<file path="config.mk">
export PLATFORM = sky130hd
export DESIGN_NAME = dpw_host
export DESIGN_NICKNAME = d
export VERILOG_FILES = /design/src/verilog/dpw_pkg.sv /design/src/verilog/dpw_sync.sv /design/src/verilog/dpw_host.sv
export SDC_FILE = /design/constraint.sdc
export NUM_CORES = 1
export LEC_CHECK = 0
export BUFFER_PORTS_ARGS = -buffer_cell sky130_fd_sc_hd__buf_2
export CAP_MARGIN = 10
export CORE_MARGIN = 2
export CORE_UTILIZATION = 48
export CTS_CLUSTER_DIAMETER = 60
export DETAILED_ROUTE_END_ITERATION = 12
export MAX_ROUTING_LAYER = met4
export PLACE_DENSITY = 0.81
export SYNTH_ARGS = -nofsm -noshare
export SYNTH_HDL_FRONTEND = slang
export SYNTH_HIERARCHICAL = 1
export SYNTH_SLANG_ARGS = --single-unit
export TNS_END_PERCENT = 10
</file>
<file path="constraint.sdc">
create_clock -name clk -period 4.3 [get_ports clk]
set_input_delay 0.86 -clock clk [delete_from_list [all_inputs] [get_ports clk]]
set_output_delay 0.86 -clock clk [all_outputs]
set_load 0.01 [all_outputs]
</file>
<file path="src/verilog/dpw_pkg.sv">
// What this block does
// - Address changes only while strobe or chip select are inactive high.
// - With output enable low, write pulse covers turn-off plus data setup; the block holds output enable high in writes and uses WP_CYC.
// - Array: chip select low, flag select high; flags: the reverse.
// - Host holds write for the hold time after stall deasserts.
// - In slave mode stall input asserted no later than write start.
package dpw_pkg;
	localparam int CLK_PERIOD_NS = 10;
	localparam int ADDR_W = 14;
	localparam int DATA_W = 16;
	localparam int FLAG_ADDR_W = 3;

	// Figures in ns
	localparam int WRITE_PULSE_NS = 20;
	localparam int WRITE_HIGHZ_NS = 15;
	localparam int DATA_SETUP_NS = 15;
	localparam int WRITE_HOLD_AFTER_STALL_NS = 20;
	localparam int STALL_INPUT_BEFORE_WRITE_NS = 0;
	localparam int STALL_ASSERT_MAX_NS = 25;
	localparam int PORT_DELAY_NS = 55;
	localparam int SEM_WRITE_TO_READ_NS = 5;
	localparam int READ_ACCESS_NS = 35;

	function automatic int ns_to_cyc(input int ns);
		int c;
		c = (ns + CLK_PERIOD_NS - 1) / CLK_PERIOD_NS;
		return (c < 1) ? 1 : c;
	endfunction

	localparam int WP_CYC = ns_to_cyc(WRITE_PULSE_NS);
	localparam int WP_OE_CYC = ns_to_cyc(WRITE_HIGHZ_NS + DATA_SETUP_NS);
	localparam int WH_CYC = ns_to_cyc(WRITE_HOLD_AFTER_STALL_NS);
	localparam int WB_CYC = ns_to_cyc(STALL_INPUT_BEFORE_WRITE_NS);
	localparam int BAA_CYC = ns_to_cyc(STALL_ASSERT_MAX_NS);
	localparam int PDLY_CYC = ns_to_cyc(PORT_DELAY_NS);
	localparam int SWR_CYC = ns_to_cyc(SEM_WRITE_TO_READ_NS);
	localparam int RD_CYC = ns_to_cyc(READ_ACCESS_NS);
	localparam int CNT_W = 4;

	// User request
	typedef struct packed {
		logic              write;
		logic              flag_space;
		logic [ADDR_W-1:0] addr;
		logic [DATA_W-1:0] wdata;
	} dpw_req_t;

	// Port pins driven by the host
	typedef struct packed {
		logic              chip_sel_n;
		logic              flag_space_select_n;
		logic              rw_n;
		logic              out_en_n;
		logic              high_byte_sel_n;
		logic              low_byte_sel_n;
		logic [ADDR_W-1:0] addr;
		logic [DATA_W-1:0] dout;
		logic [DATA_W-1:0] dout_en_n;
	} dpw_pins_t;

	localparam dpw_pins_t PINS_IDLE = '{1'b1, 1'b1, 1'b1, 1'b1, 1'b1, 1'b1,
		{ADDR_W{1'b0}}, {DATA_W{1'b0}}, {DATA_W{1'b1}}};
endpackage

</file>
<file path="src/verilog/dpw_sync.sv">
`timescale 1ns/1ps
`default_nettype none
module dpw_sync
(
	// Clock
	input  wire logic              clk,
	input  wire logic              rst,
	input  wire logic              ce,
	// Data
	input  wire logic [dpw_pkg::DATA_W:0] d,
	output logic      [dpw_pkg::DATA_W:0] q
);
	import dpw_pkg::*;
	logic [DATA_W:0] s1_q;

	// Two stages; first stage feeds only the second
	always_ff @(posedge clk)
	begin
		if (rst)
		begin
			s1_q <= '1;
			q    <= '1;
		end
		else if (ce)
		begin
			s1_q <= d;
			q    <= s1_q;
		end
	end
endmodule
`default_nettype wire

</file>
<file path="src/verilog/dpw_host.sv">
`timescale 1ns/1ps
`default_nettype none
module dpw_host
(
	// Clock
	input  wire logic                    clk,
	input  wire logic                    rst,
	input  wire logic                    ce,
	// User side
	input  wire logic                    req_valid,
	input  wire dpw_pkg::dpw_req_t       req,
	output logic                         req_ready,
	output logic                         rsp_valid,
	output logic [dpw_pkg::DATA_W-1:0]   rsp_data,
	output logic                         rsp_stalled,
	// Device port pins
	output dpw_pkg::dpw_pins_t           pins,
	input  wire logic [dpw_pkg::DATA_W-1:0] din,
	input  wire logic                    stall_n_in
);
	import dpw_pkg::*;

	typedef enum logic [2:0] {ST_IDLE, ST_SETUP, ST_STROBE, ST_HOLD, ST_READ, ST_RECOVER} dpw_state_t;
	dpw_state_t state_q;
	dpw_req_t   cur_q;
	logic [CNT_W-1:0] cnt_q;
	logic       saw_stall_q;
	logic [DATA_W:0] sync_q;
	logic       stall_s;

	dpw_sync u_sync
	(
		.clk (clk),
		.rst (rst),
		.ce  (ce),
		.d   ({stall_n_in, din}),
		.q   (sync_q)
	);
	assign stall_s = ~sync_q[DATA_W];

	// Sequencer: address set while strobes high, then strobe
	always_ff @(posedge clk)
	begin
		if (rst)
		begin
			state_q     <= ST_IDLE;
			cur_q       <= '0;
			cnt_q       <= '0;
			saw_stall_q <= 1'b0;
			pins        <= PINS_IDLE;
			req_ready   <= 1'b1;
			rsp_valid   <= 1'b0;
			rsp_data    <= '0;
			rsp_stalled <= 1'b0;
		end
		else if (ce)
		begin
			rsp_valid <= 1'b0;
			case (state_q)
				ST_IDLE:
				begin
					if (req_valid)
					begin
						cur_q     <= req;
						req_ready <= 1'b0;
						// Address only moves while every strobe is high
						pins.addr <= req.flag_space ?
							{{(ADDR_W-FLAG_ADDR_W){1'b0}}, req.addr[FLAG_ADDR_W-1:0]} : req.addr;
						// Chip select and flag select before strobe so outputs stay off
						pins.chip_sel_n          <= req.flag_space;
						pins.flag_space_select_n <= ~req.flag_space;
						// Byte selects high in flag space so whole word returns flag
						pins.high_byte_sel_n <= req.flag_space;
						pins.low_byte_sel_n  <= req.flag_space;
						pins.dout     <= req.flag_space ? {{(DATA_W-1){1'b0}}, req.wdata[0]} : req.wdata;
						cnt_q       <= CNT_W'(WB_CYC);
						saw_stall_q <= 1'b0;
						state_q     <= ST_SETUP;
					end
				end
				ST_SETUP:
				begin
					// Select settles a cycle ahead of the strobe
					if (cnt_q > CNT_W'(1))
						cnt_q <= cnt_q - CNT_W'(1);
					else if (cur_q.write)
					begin
						pins.rw_n      <= 1'b0;
						pins.out_en_n  <= 1'b1;
						pins.dout_en_n <= '0;
						cnt_q   <= CNT_W'(WP_CYC);
						state_q <= ST_STROBE;
					end
					else
					begin
						pins.out_en_n <= 1'b0;
						cnt_q   <= CNT_W'(cur_q.flag_space ? SWR_CYC + RD_CYC : PDLY_CYC + RD_CYC);
						state_q <= ST_READ;
					end
				end
				ST_STROBE:
				begin
					// A stalled write is held, then kept for the hold time
					if (stall_s && !cur_q.flag_space)
					begin
						saw_stall_q <= 1'b1;
						cnt_q       <= CNT_W'(WH_CYC);
					end
					else if (cnt_q > CNT_W'(1))
						cnt_q <= cnt_q - CNT_W'(1);
					else
					begin
						pins.rw_n      <= 1'b1;
						pins.dout_en_n <= '1;
						state_q        <= ST_RECOVER;
					end
				end
				ST_READ:
				begin
					if (stall_s && !cur_q.flag_space)
					begin
						saw_stall_q <= 1'b1;
						cnt_q       <= CNT_W'(PDLY_CYC);
					end
					else if (cnt_q > CNT_W'(1))
						cnt_q <= cnt_q - CNT_W'(1);
					else
					begin
						rsp_data <= cur_q.flag_space ? {DATA_W{sync_q[0]}} : sync_q[DATA_W-1:0];
						pins.out_en_n <= 1'b1;
						state_q <= ST_RECOVER;
					end
				end
				ST_RECOVER:
				begin
					// Selects rise after strobe; next address only then
					pins.chip_sel_n          <= 1'b1;
					pins.flag_space_select_n <= 1'b1;
					pins.high_byte_sel_n     <= 1'b1;
					pins.low_byte_sel_n      <= 1'b1;
					rsp_valid   <= 1'b1;
					rsp_stalled <= saw_stall_q;
					req_ready   <= 1'b1;
					state_q     <= ST_IDLE;
				end
				default:
				begin
					state_q <= ST_IDLE;
					pins    <= PINS_IDLE;
				end
			endcase
		end
	end
endmodule
`default_nettype wire

</file>
Yosys cells after proc, flatten, opt, wreduce, memory -nomap -nowiden

Index checks and enable logic that the tools add are counted.

Equality and inequality tests: 14
Add/subtract/negate cells: 1
Reductions and logical operators: 22
Multiplexer cells: 39
Bitwise gates (word level): 8
Magnitude comparators: 1

Operators by type and width:

| kind                                                          | count |
|---|---|
| 2-to-1 mux 16 bit                                             | 6 |
| one-hot mux 30 bit (2 select lines)                           | 1 |
| one-hot mux 16 bit (3 select lines)                           | 1 |
| 2-to-1 mux 32 bit                                             | 1 |
| 2-to-1 mux 4 bit                                              | 7 |
| inequality test 2 bit, second input constant                  | 9 |
| one-hot mux 4 bit (4 select lines)                            | 1 |
| 2-to-1 mux 3 bit                                              | 5 |
| AND reduction 3 bit                                           | 5 |
| 2-to-1 mux 14 bit                                             | 1 |
| AND reduction 5 bit                                           | 2 |
| one-hot mux 3 bit (3 select lines)                            | 1 |
| OR reduction 3 bit                                            | 3 |
| NOT 1 bit                                                     | 8 |
| one-hot mux 2 bit (2 select lines)                            | 2 |
| AND reduction 4 bit                                           | 2 |
| 2-to-1 mux 1 bit                                              | 7 |
| == test 3 bit, second input constant                          | 2 |
| one-hot mux 1 bit (3 select lines)                            | 2 |
| AND reduction 6 bit                                           | 1 |
| greater-than comparator 4 x 1 -> 1 bit, second input constant | 1 |
| 2-to-1 mux 2 bit                                              | 2 |
| one-hot mux 1 bit (2 select lines)                            | 2 |
| nonzero test 2 bit                                            | 2 |
| 11 further kinds                                              | 11 |

Flip-flop bits (word level): 115
Logic and storage cells: 105
Output and inout port bits: 71

Logic depth before layout (Yosys ltp)

Gate-level depths: netlist (run 1).

Word-level depth: 4
Mapped depth: 7
Gate-level depth less buffers: 6

By module

Netlist (run 1), hierarchy kept.

By module, submodules not included:

| module   | area an instance (um^2) | cells an instance | times used |
|---|---|---|---|
| dpw_host | 3130.5                  | 363               | 1 |
| dpw_sync | 1277.5                  | 113               | 1 |

Least setup slack after synthesis (run 1)

No wires, ideal clock.

Path kind: input port to flip-flop
Start: input ce
End: register pins[42] in the netlist's numbering
Setup time: 71 ps
Slack: 2325 ps
Arrival time: 1905 ps
Buffers on the path: 3
Cell stages on the path: 7
Path through: buf_2 > o41ai_1 > buf_2 > a21oi_2 > buf_6 > nand3_1 > a21oi_1

Word-level cells in the longest chain between the ends: 1

RTL lines:

| item                                 | RTL line       | source |
|---|---|---|
| from (decl)                          | dpw_host.sv:8  | `input wire logic ce,` |
| AND reduction 3 bit (no source line) | -              |  |
| to (decl)                            | dpw_host.sv:17 | `output dpw_pkg::dpw_pins_t pins,` |

Every way passes these cells.
A chain may end at the register's enable or synchronous reset.

Final worst setup path (run 1)

Start: register state_q[2]
End: register pins[45] in the netlist's numbering

Word-level cells in the longest chain between the ends: 4
Elaborated cells on any way between the ends: 10

RTL lines:

| item                                  | RTL line       | source |
|---|---|---|
| from (decl)                           | dpw_host.sv:24 | `dpw_state_t state_q;` |
| from (signal assigned)                | dpw_host.sv:46 | `state_q <= ST_IDLE;` |
| from (signal assigned)                | dpw_host.sv:78 | `state_q <= ST_SETUP;` |
| from (signal assigned)                | dpw_host.sv:92 | `state_q <= ST_STROBE;` |
| == test 3 bit (tied with other cells) | dpw_host.sv:59 | `case (state_q)` |
| OR reduction 4 bit (no source line)   | -              |  |
| NOT 1 bit (no source line)            | -              |  |
| AND reduction 3 bit (no source line)  | -              |  |

Several ways; a longest one is shown, not always the timed one.

==> impl_metrics.py, run 1 <==
metrics = {
    "outcome": {
        "outcome": "finished clean",
    },
    "placed_design": {
        "dp_slack_ns": 1.57,
        "place_inst": 651,
        "gp_congestion": 0.912,
        "hpwlAfterDp_mm": 6.27,
        "numPortBuffers": 123,
    },
    "sta": {
        "tightest_slew_ns": 1.13,
        "fin_crit_sh": 0.587,
        "slew_viol_final": 0,
        "setup_tns_ns": 0,
        "relSlewSlack": 0.248,
        "fmax_mhz": 396,
        "finClkSkew_ns": 0.0180,
        "hold_viol": 0,
        "rsz0062_at_grt": "no",
        "fin_crit_ns": 2.52,
        "fin_ws_ns": 1.78,
        "setup_viol": 0,
    },
    "cells_and_area": {
        "multiInputGateArea_mm2": 0.00206,
        "final_common_cell": "buf_2",
        "fin_cells": 667,
        "layout_common_cells": "buf_2, dfxtp_1, nor2b_1",
        "fin_util": 0.568,
        "drive_gt1_frac": 0.290,
        "fill_cells": 793,
        "synthToLayoutAreaGrowth_pct": 13.5,
        "antennaDiodeCount": 0,
        "regArea_mm2": 0.00194,
        "fin_nets": 609,
    },
    "setup_path": {
        "critical_path_class": "flop to flop",
        "startpoint": "state_q[2]$_SDFFE_PP0P_",
        "startpoint_type": "flop",
        "required_ns": 4.60,
        "rrSetupSlack_ns": 1.78,
        "crit_end": "pins[45]$_SDFFE_PP0P_",
        "r2r_cells": 5,
        "cp_max_fo": 26,
        "r2r_end": "pins[45]$_SDFFE_PP0P_",
        "reg2reg_from": "state_q[2]$_SDFFE_PP0P_",
        "crit_arrival_ns": 2.82,
        "end_kind": "flop",
    },
    "clock_network": {
        "postCtsSetupRepairBufs": 0,
        "clk_pin_slew_ns": 0.11,
        "clock_sinks": 97,
        "cts_tree": "built",
        "root_buffer": "clkbuf_8",
        "numCtsBuffers": 9,
        "cts.path.max_buffers": 2,
        "clk_latency_ns": 0.37,
        "ctsResizeCount": 0,
        "htree_levels": 3,
        "cts_hold_buf": 0,
    },
    "synth": {
        "postSynthAreaPerCell_um2": 9.26,
        "synth_cell_type_count": 57,
        "ys_ff_latch": 97,
        "synthArstFlopShare": 0,
        "syn_area_mm2": 0.00441,
        "syn_nets": 531,
        "synth_edf_count": 0,
        "yosysSeqAreaShare": 0.441,
        "yosysWarnings": 6,
        "syn_inst": 476,
        "ys.flop_type": "dfxtp_1",
    },
    "floorplan": {
        "die_y_um": 99.8,
        "num_rows": 34,
        "die_area_mm2": 0.00997,
        "io_pins": 124,
        "coreArea_mm2": 0.00881,
        "die_w_um": 99.8,
        "initial_core_util": 0.501,
    },
    "pwr": {
        "pwr-share-clk": 0.308,
        "peakVddDrop_v": 0.000215,
        "power_frac_comb": 0.171,
        "internal_power_w": 0.00132,
        "switching_share": 0.312,
        "power_frac_seq": 0.522,
        "finalPower_w": 0.00192,
        "leakage_nw": 2.06,
        "p_sw_w": 0.000599,
        "powerDensity_mw_per_mm2": 383,
    },
    "route": {
        "drc_errors": 0,
        "drt-vias-per-instance": 5.52,
        "wl_per_cell_um": 14.1,
        "drt_iter0_drc": 193,
        "final_antenna_net_count": 0,
        "wl_mm": 9.43,
        "dr_total_vias": 3684,
        "first_pass_iters": 4,
    },
    "min_path": {
        "worstHoldPathCells": 1,
        "min_from": "u_sync/s1_q[16]$_SDFFE_PP1P_",
        "hp-class": "flop to flop",
    },
    "global_routing": {
        "grt_pass1_vias": 3276,
        "antenna_found_initial": 0,
        "grt_pass1_wl_mm": 15.4,
        "grt_max_degree": 95,
        "grt_usage": 0.194,
        "overflow": 0,
    },
    "flow_run": {
        "maxCapViolCount": 0,
    },
}
cell type report:
| cell class | instances | area share |
|---|---|---|
| multi-input cells | 314 | 0.411 |
| flip-flops and latches | 97 | 0.388 |
| repair buffers | 126 | 0.128 |
| well taps | 108 | 0.0270 |
| clock buffers | 9 | 0.0248 |
| clock inverters | 7 | 0.0163 |
| inverters | 6 | 0.00450 |
power by group through the flow:
stage | Clock [W] | Combinational [W] | Sequential, W
after global placement | 0 | 0.000317 | 0.00102
after floorplan | 0 | 0.000259 | 0.00101
final | 0.000589 | 0.000327 | 0.00100
after detailed placement | 0 | 0.000324 | 0.00102
after CTS | 0.000609 | 0.000327 | 0.000999
after global routing | 0.000653 | 0.000363 | 0.00101
critical path: stages (launching register included):
cell	delay (ns)
dfxtp_1	0.85
o41ai_1	0.20
buf_4	0.21
a21oi_2	0.81
nand3_1	0.20
a21oi_1	0.18
worst min-delay path by stage:
| stage | endpoint |
|---|---|
| floorplan | u_sync/q[14]$_SDFFE_PP1P_ |
| CTS | pins[41]$_SDFFE_PP0P_ |
| finish | u_sync/q[16]$_SDFFE_PP1P_ |
| detailed placement | pins[41]$_SDFFE_PP0P_ |
| global route | u_sync/q[16]$_SDFFE_PP1P_ |
| global placement | pins[42]$_SDFFE_PP0P_ |
cell usage after synthesis, types with 2 or more instances:
cell       n  area (um2)
nor2_1    33         124
inv_1      5        18.8
o221ai_1   3        26.3
a311oi_2  10         150
o21bai_1   2        15.0
a31oi_1    3        18.8
a221oi_1   2        17.5
nand3_1   28         140
o211ai_1   3        22.5
maj3_1     2        20.0
buf_1      2        7.51
or3_1      2        12.5
clkbuf_1  15        56.3
nand4_1    3        18.8
buf_2     10        50.1
a21oi_1   31         155
buf_6      9         101
mux2i_1    7        70.1
o21a_1     3        22.5
o21ai_0    9        45.0
a21o_1     2        15.0
nor2_2     2        12.5
nor3b_1    2        15.0
a311oi_1   5        43.8
or2_2      2        12.5
ha_1       2        25.0
nor2b_1   37         231
nor3_1     4        20.0
a22oi_1    4        30.0
nand3b_1   2        15.0
nand2b_1  20         125
a211o_1   35         307
nand2_1   34         128
dfxtp_1   97        1940
a41oi_1    2        17.5
buf_4     23         173
logic make-up (layout without fill, tap and decap cells):
family,Yosys count,in the layout,share of synthesized area
AO/OA/AOI/OAI,126,126,0.227
buffers and inverters,65,148,0.0931
flip-flops,97,97,0.441
XOR/XNOR,1,1,0.00199
adder cells (fa/ha/maj),4,4,0.0102
multiplexers,7,7,0.0159
AND/OR/NAND/NOR,176,176,0.211
per-stage QoR:
stage | hold WS, ns | instance area [um2]
after detailed placement | 0.440 | 4800
after floorplan | 0.427 | 4410
after CTS | 0.455 | 5000
final | 0.453 | 5000
after global placement | 0.435 | 4800
after global routing | 0.473 | 5000
state kept, by name (all words and copies together), names as in the netlist, 2 cells and up:
register and flops:
u_sync/q 17, cur_q 2, state_q 3, u_sync/s1_q 17, cnt_q 4, rsp_data 16
pins 34
metal layers:
| layer | part of all wire | up-vias | global-route usage | wire length, um |
|---|---|---|---|---|
| li1 | - | 1837 | - | - |
| met1 | 0.48 | 1689 | 0.263 | 4490 |
| met2 | 0.44 | 145 | 0.295 | 4150 |
| met3 | 0.072 | 13 | 0.0453 | 677 |
| met4 | 0.012 | 0 | 0.0485 | 116 |
| met5 | 0 | - | - | 0 |
No activity file was read; power rests on OpenSTA's default activity.
==> inputs of run 2 (changes only) <==
clock period = 2.4 ns   (was 4.3 ns; I/O delays follow)
==> impl_metrics.py, run 2 (synthesis gave the netlist of run 1 again) <==
metrics = {
    "setup_path": {
        "rrSetupSlack_ns": 0.29,
        "crit_path_frequent_cell": "nor2_1",
        "crit_arrival_ns": 2.37,
        "cp_top_family": "simple AND/OR/NAND/NOR gates",
        "cp_max_fo": 7,
        "cp_num_buf_inv": 1,
        "end_kind": "flop",
        "startpoint_type": "flop",
        "cp_slowest_cell": "dfxtp_1",
        "crit_chain": "inv_1 > ha_1 > nor2_1 > nor2_1 > a221o_1 > a221oi_1",
        "cpPeakStageDelay_ns": 0.46,
        "required_ns": 2.66,
        "critical_path_class": "flop to flop",
    },
    "cells_and_area": {
        "fin_cells": 676,
        "fin_util": 0.576,
        "fin_nets": 618,
        "regMostFlops": "pins",
        "drive_gt1_frac": 0.299,
        "synthToLayoutAreaGrowth_pct": 15.1,
        "antennaDiodeCount": 0,
        "layout_common_cells": "buf_2, dfxtp_1, nor2b_1",
        "largestRegisters": "pins (34), u_sync/q (17), u_sync/s1_q (17)",
        "largest_reg_flops": 34,
        "final_common_cell": "buf_2",
    },
    "clock_network": {
        "root_buffer": "clkbuf_8",
        "cts_tree": "built",
        "cts.path.max_buffers": 2,
        "clock_sinks": 97,
        "clk_pin_slew_ns": 0.09,
        "postCtsSetupRepairBufs": 0,
        "clk_latency_ns": 0.35,
        "htree_levels": 3,
        "numCtsBuffers": 9,
    },
    "flow_run": {
        "maxCapViolCount": 0,
    },
    "floorplan": {
        "die_w_um": 99.8,
        "num_rows": 34,
        "coreArea_mm2": 0.00881,
        "die_area_mm2": 0.00997,
        "io_pins": 124,
        "initial_core_util": 0.501,
        "die_y_um": 99.8,
    },
    "sta": {
        "relSlewSlack": 0.541,
        "rsz0062_at_grt": "no",
        "slew_viol_final": 0,
        "finClkSkew_ns": 0.00633,
        "tightest_slew_ns": 0.680,
        "fin_crit_sh": 0.878,
        "fmax_mhz": 474,
        "setup_viol": 0,
        "fin_crit_ns": 2.11,
        "setup_tns_ns": 0,
        "hold_viol": 0,
    },
    "pwr": {
        "leakage_nw": 2.11,
        "peakVddDrop_v": 0.000360,
        "finalPower_w": 0.00349,
        "powerDensity_mw_per_mm2": 689,
    },
    "global_routing": {
        "grt_usage": 0.197,
        "grt_pass1_wl_mm": 15.7,
        "antenna_found_initial": 0,
        "grt_max_degree": 66,
        "overflow": 0,
        "grt_pass1_vias": 3268,
    },
    "min_path": {
        "hp-class": "input pin to flop",
    },
    "route": {
        "first_pass_iters": 5,
        "final_antenna_net_count": 0,
        "drt_iter0_drc": 259,
        "drt-vias-per-instance": 5.52,
        "drc_errors": 0,
        "dr_total_vias": 3731,
        "wl_per_cell_um": 14.5,
        "wl_mm": 9.77,
    },
    "placed_design": {
        "numPortBuffers": 123,
        "gp_congestion": 0.928,
        "place_inst": 660,
        "hpwlAfterDp_mm": 6.66,
    },
    "outcome": {
        "outcome": "finished clean",
    },
}
## run 2: cell count changes in the layout (fill, tap and decap cells not counted)
cell / change
buf_4: +9
clkinv_8: -2
inv_8: -2
a21oi_2: -1
a21oi_4: +1
bufinv_16: +1
clkbuf_1: +1
clkbuf_8: +1
clkinv_2: +1
clkinv_4: -1
inv_6: +1
## run 2: metrics by stage
| stage | instance area, um2 | hold WS [ns] | setup WS (ns) |
|---|---|---|---|
| global placement | 4860 | 0.435 | 0.347 |
| floorplan | 4410 | 0.427 | 0.655 |
| global route | 5070 | 0.303 | 0.127 |
| CTS | 5070 | 0.309 | 0.247 |
| detailed placement | 4860 | 0.442 | 0.258 |
| finish | 5070 | 0.321 | 0.292 |
## run 2: layout make-up
type | instances | area [um2]
well taps | 108 | 135
clock inverters | 5 | 61.3
multi-input cells | 314 | 2060
flip-flops and latches | 97 | 1940
fillers | 795 | 3730
inverters | 6 | 22.5
repair buffers | 135 | 708
clock buffers | 11 | 141
## run 2: path summary, 6_finish.rpt
kind	startpoint	end	cells past startpoint
worst min register to register	pins[20]$_SDFFE_PP0P_	pins[20]$_SDFFE_PP0P_	2
worst max-delay path	cnt_q[0]$_SDFFE_PP0P_	cnt_q[3]$_SDFFE_PP0P_	6
worst max register to register	cnt_q[0]$_SDFFE_PP0P_	cnt_q[3]$_SDFFE_PP0P_	6
worst min-delay path	din[0]	u_sync/s1_q[0]$_SDFFE_PP1P_	2
## run 2: layer usage
metal / vias to the layer above / routed length (um) / track usage
met2: 169 / 4300 / 0.303
met4: 0 / 126 / 0.0569
met3: 16 / 700 / 0.0390
li1: 1846 / - / -
met5: - / 0 / -
met1: 1700 / 4650 / 0.267
## run 2: where the power goes
group	switching [W]	total [W]	internal [W]
Sequential	0.0000656	0.00177	0.00170
Combinational	0.000375	0.000633	0.000258
Clock	0.000574	0.00109	0.000519
## run 2: repair_timing
| item | CTS | global route |
|---|---|---|
| setup endpoints to repair | 0 | 1 |
| hold buffers | 0 | 0 |
| resized for setup | 0 | 1 |
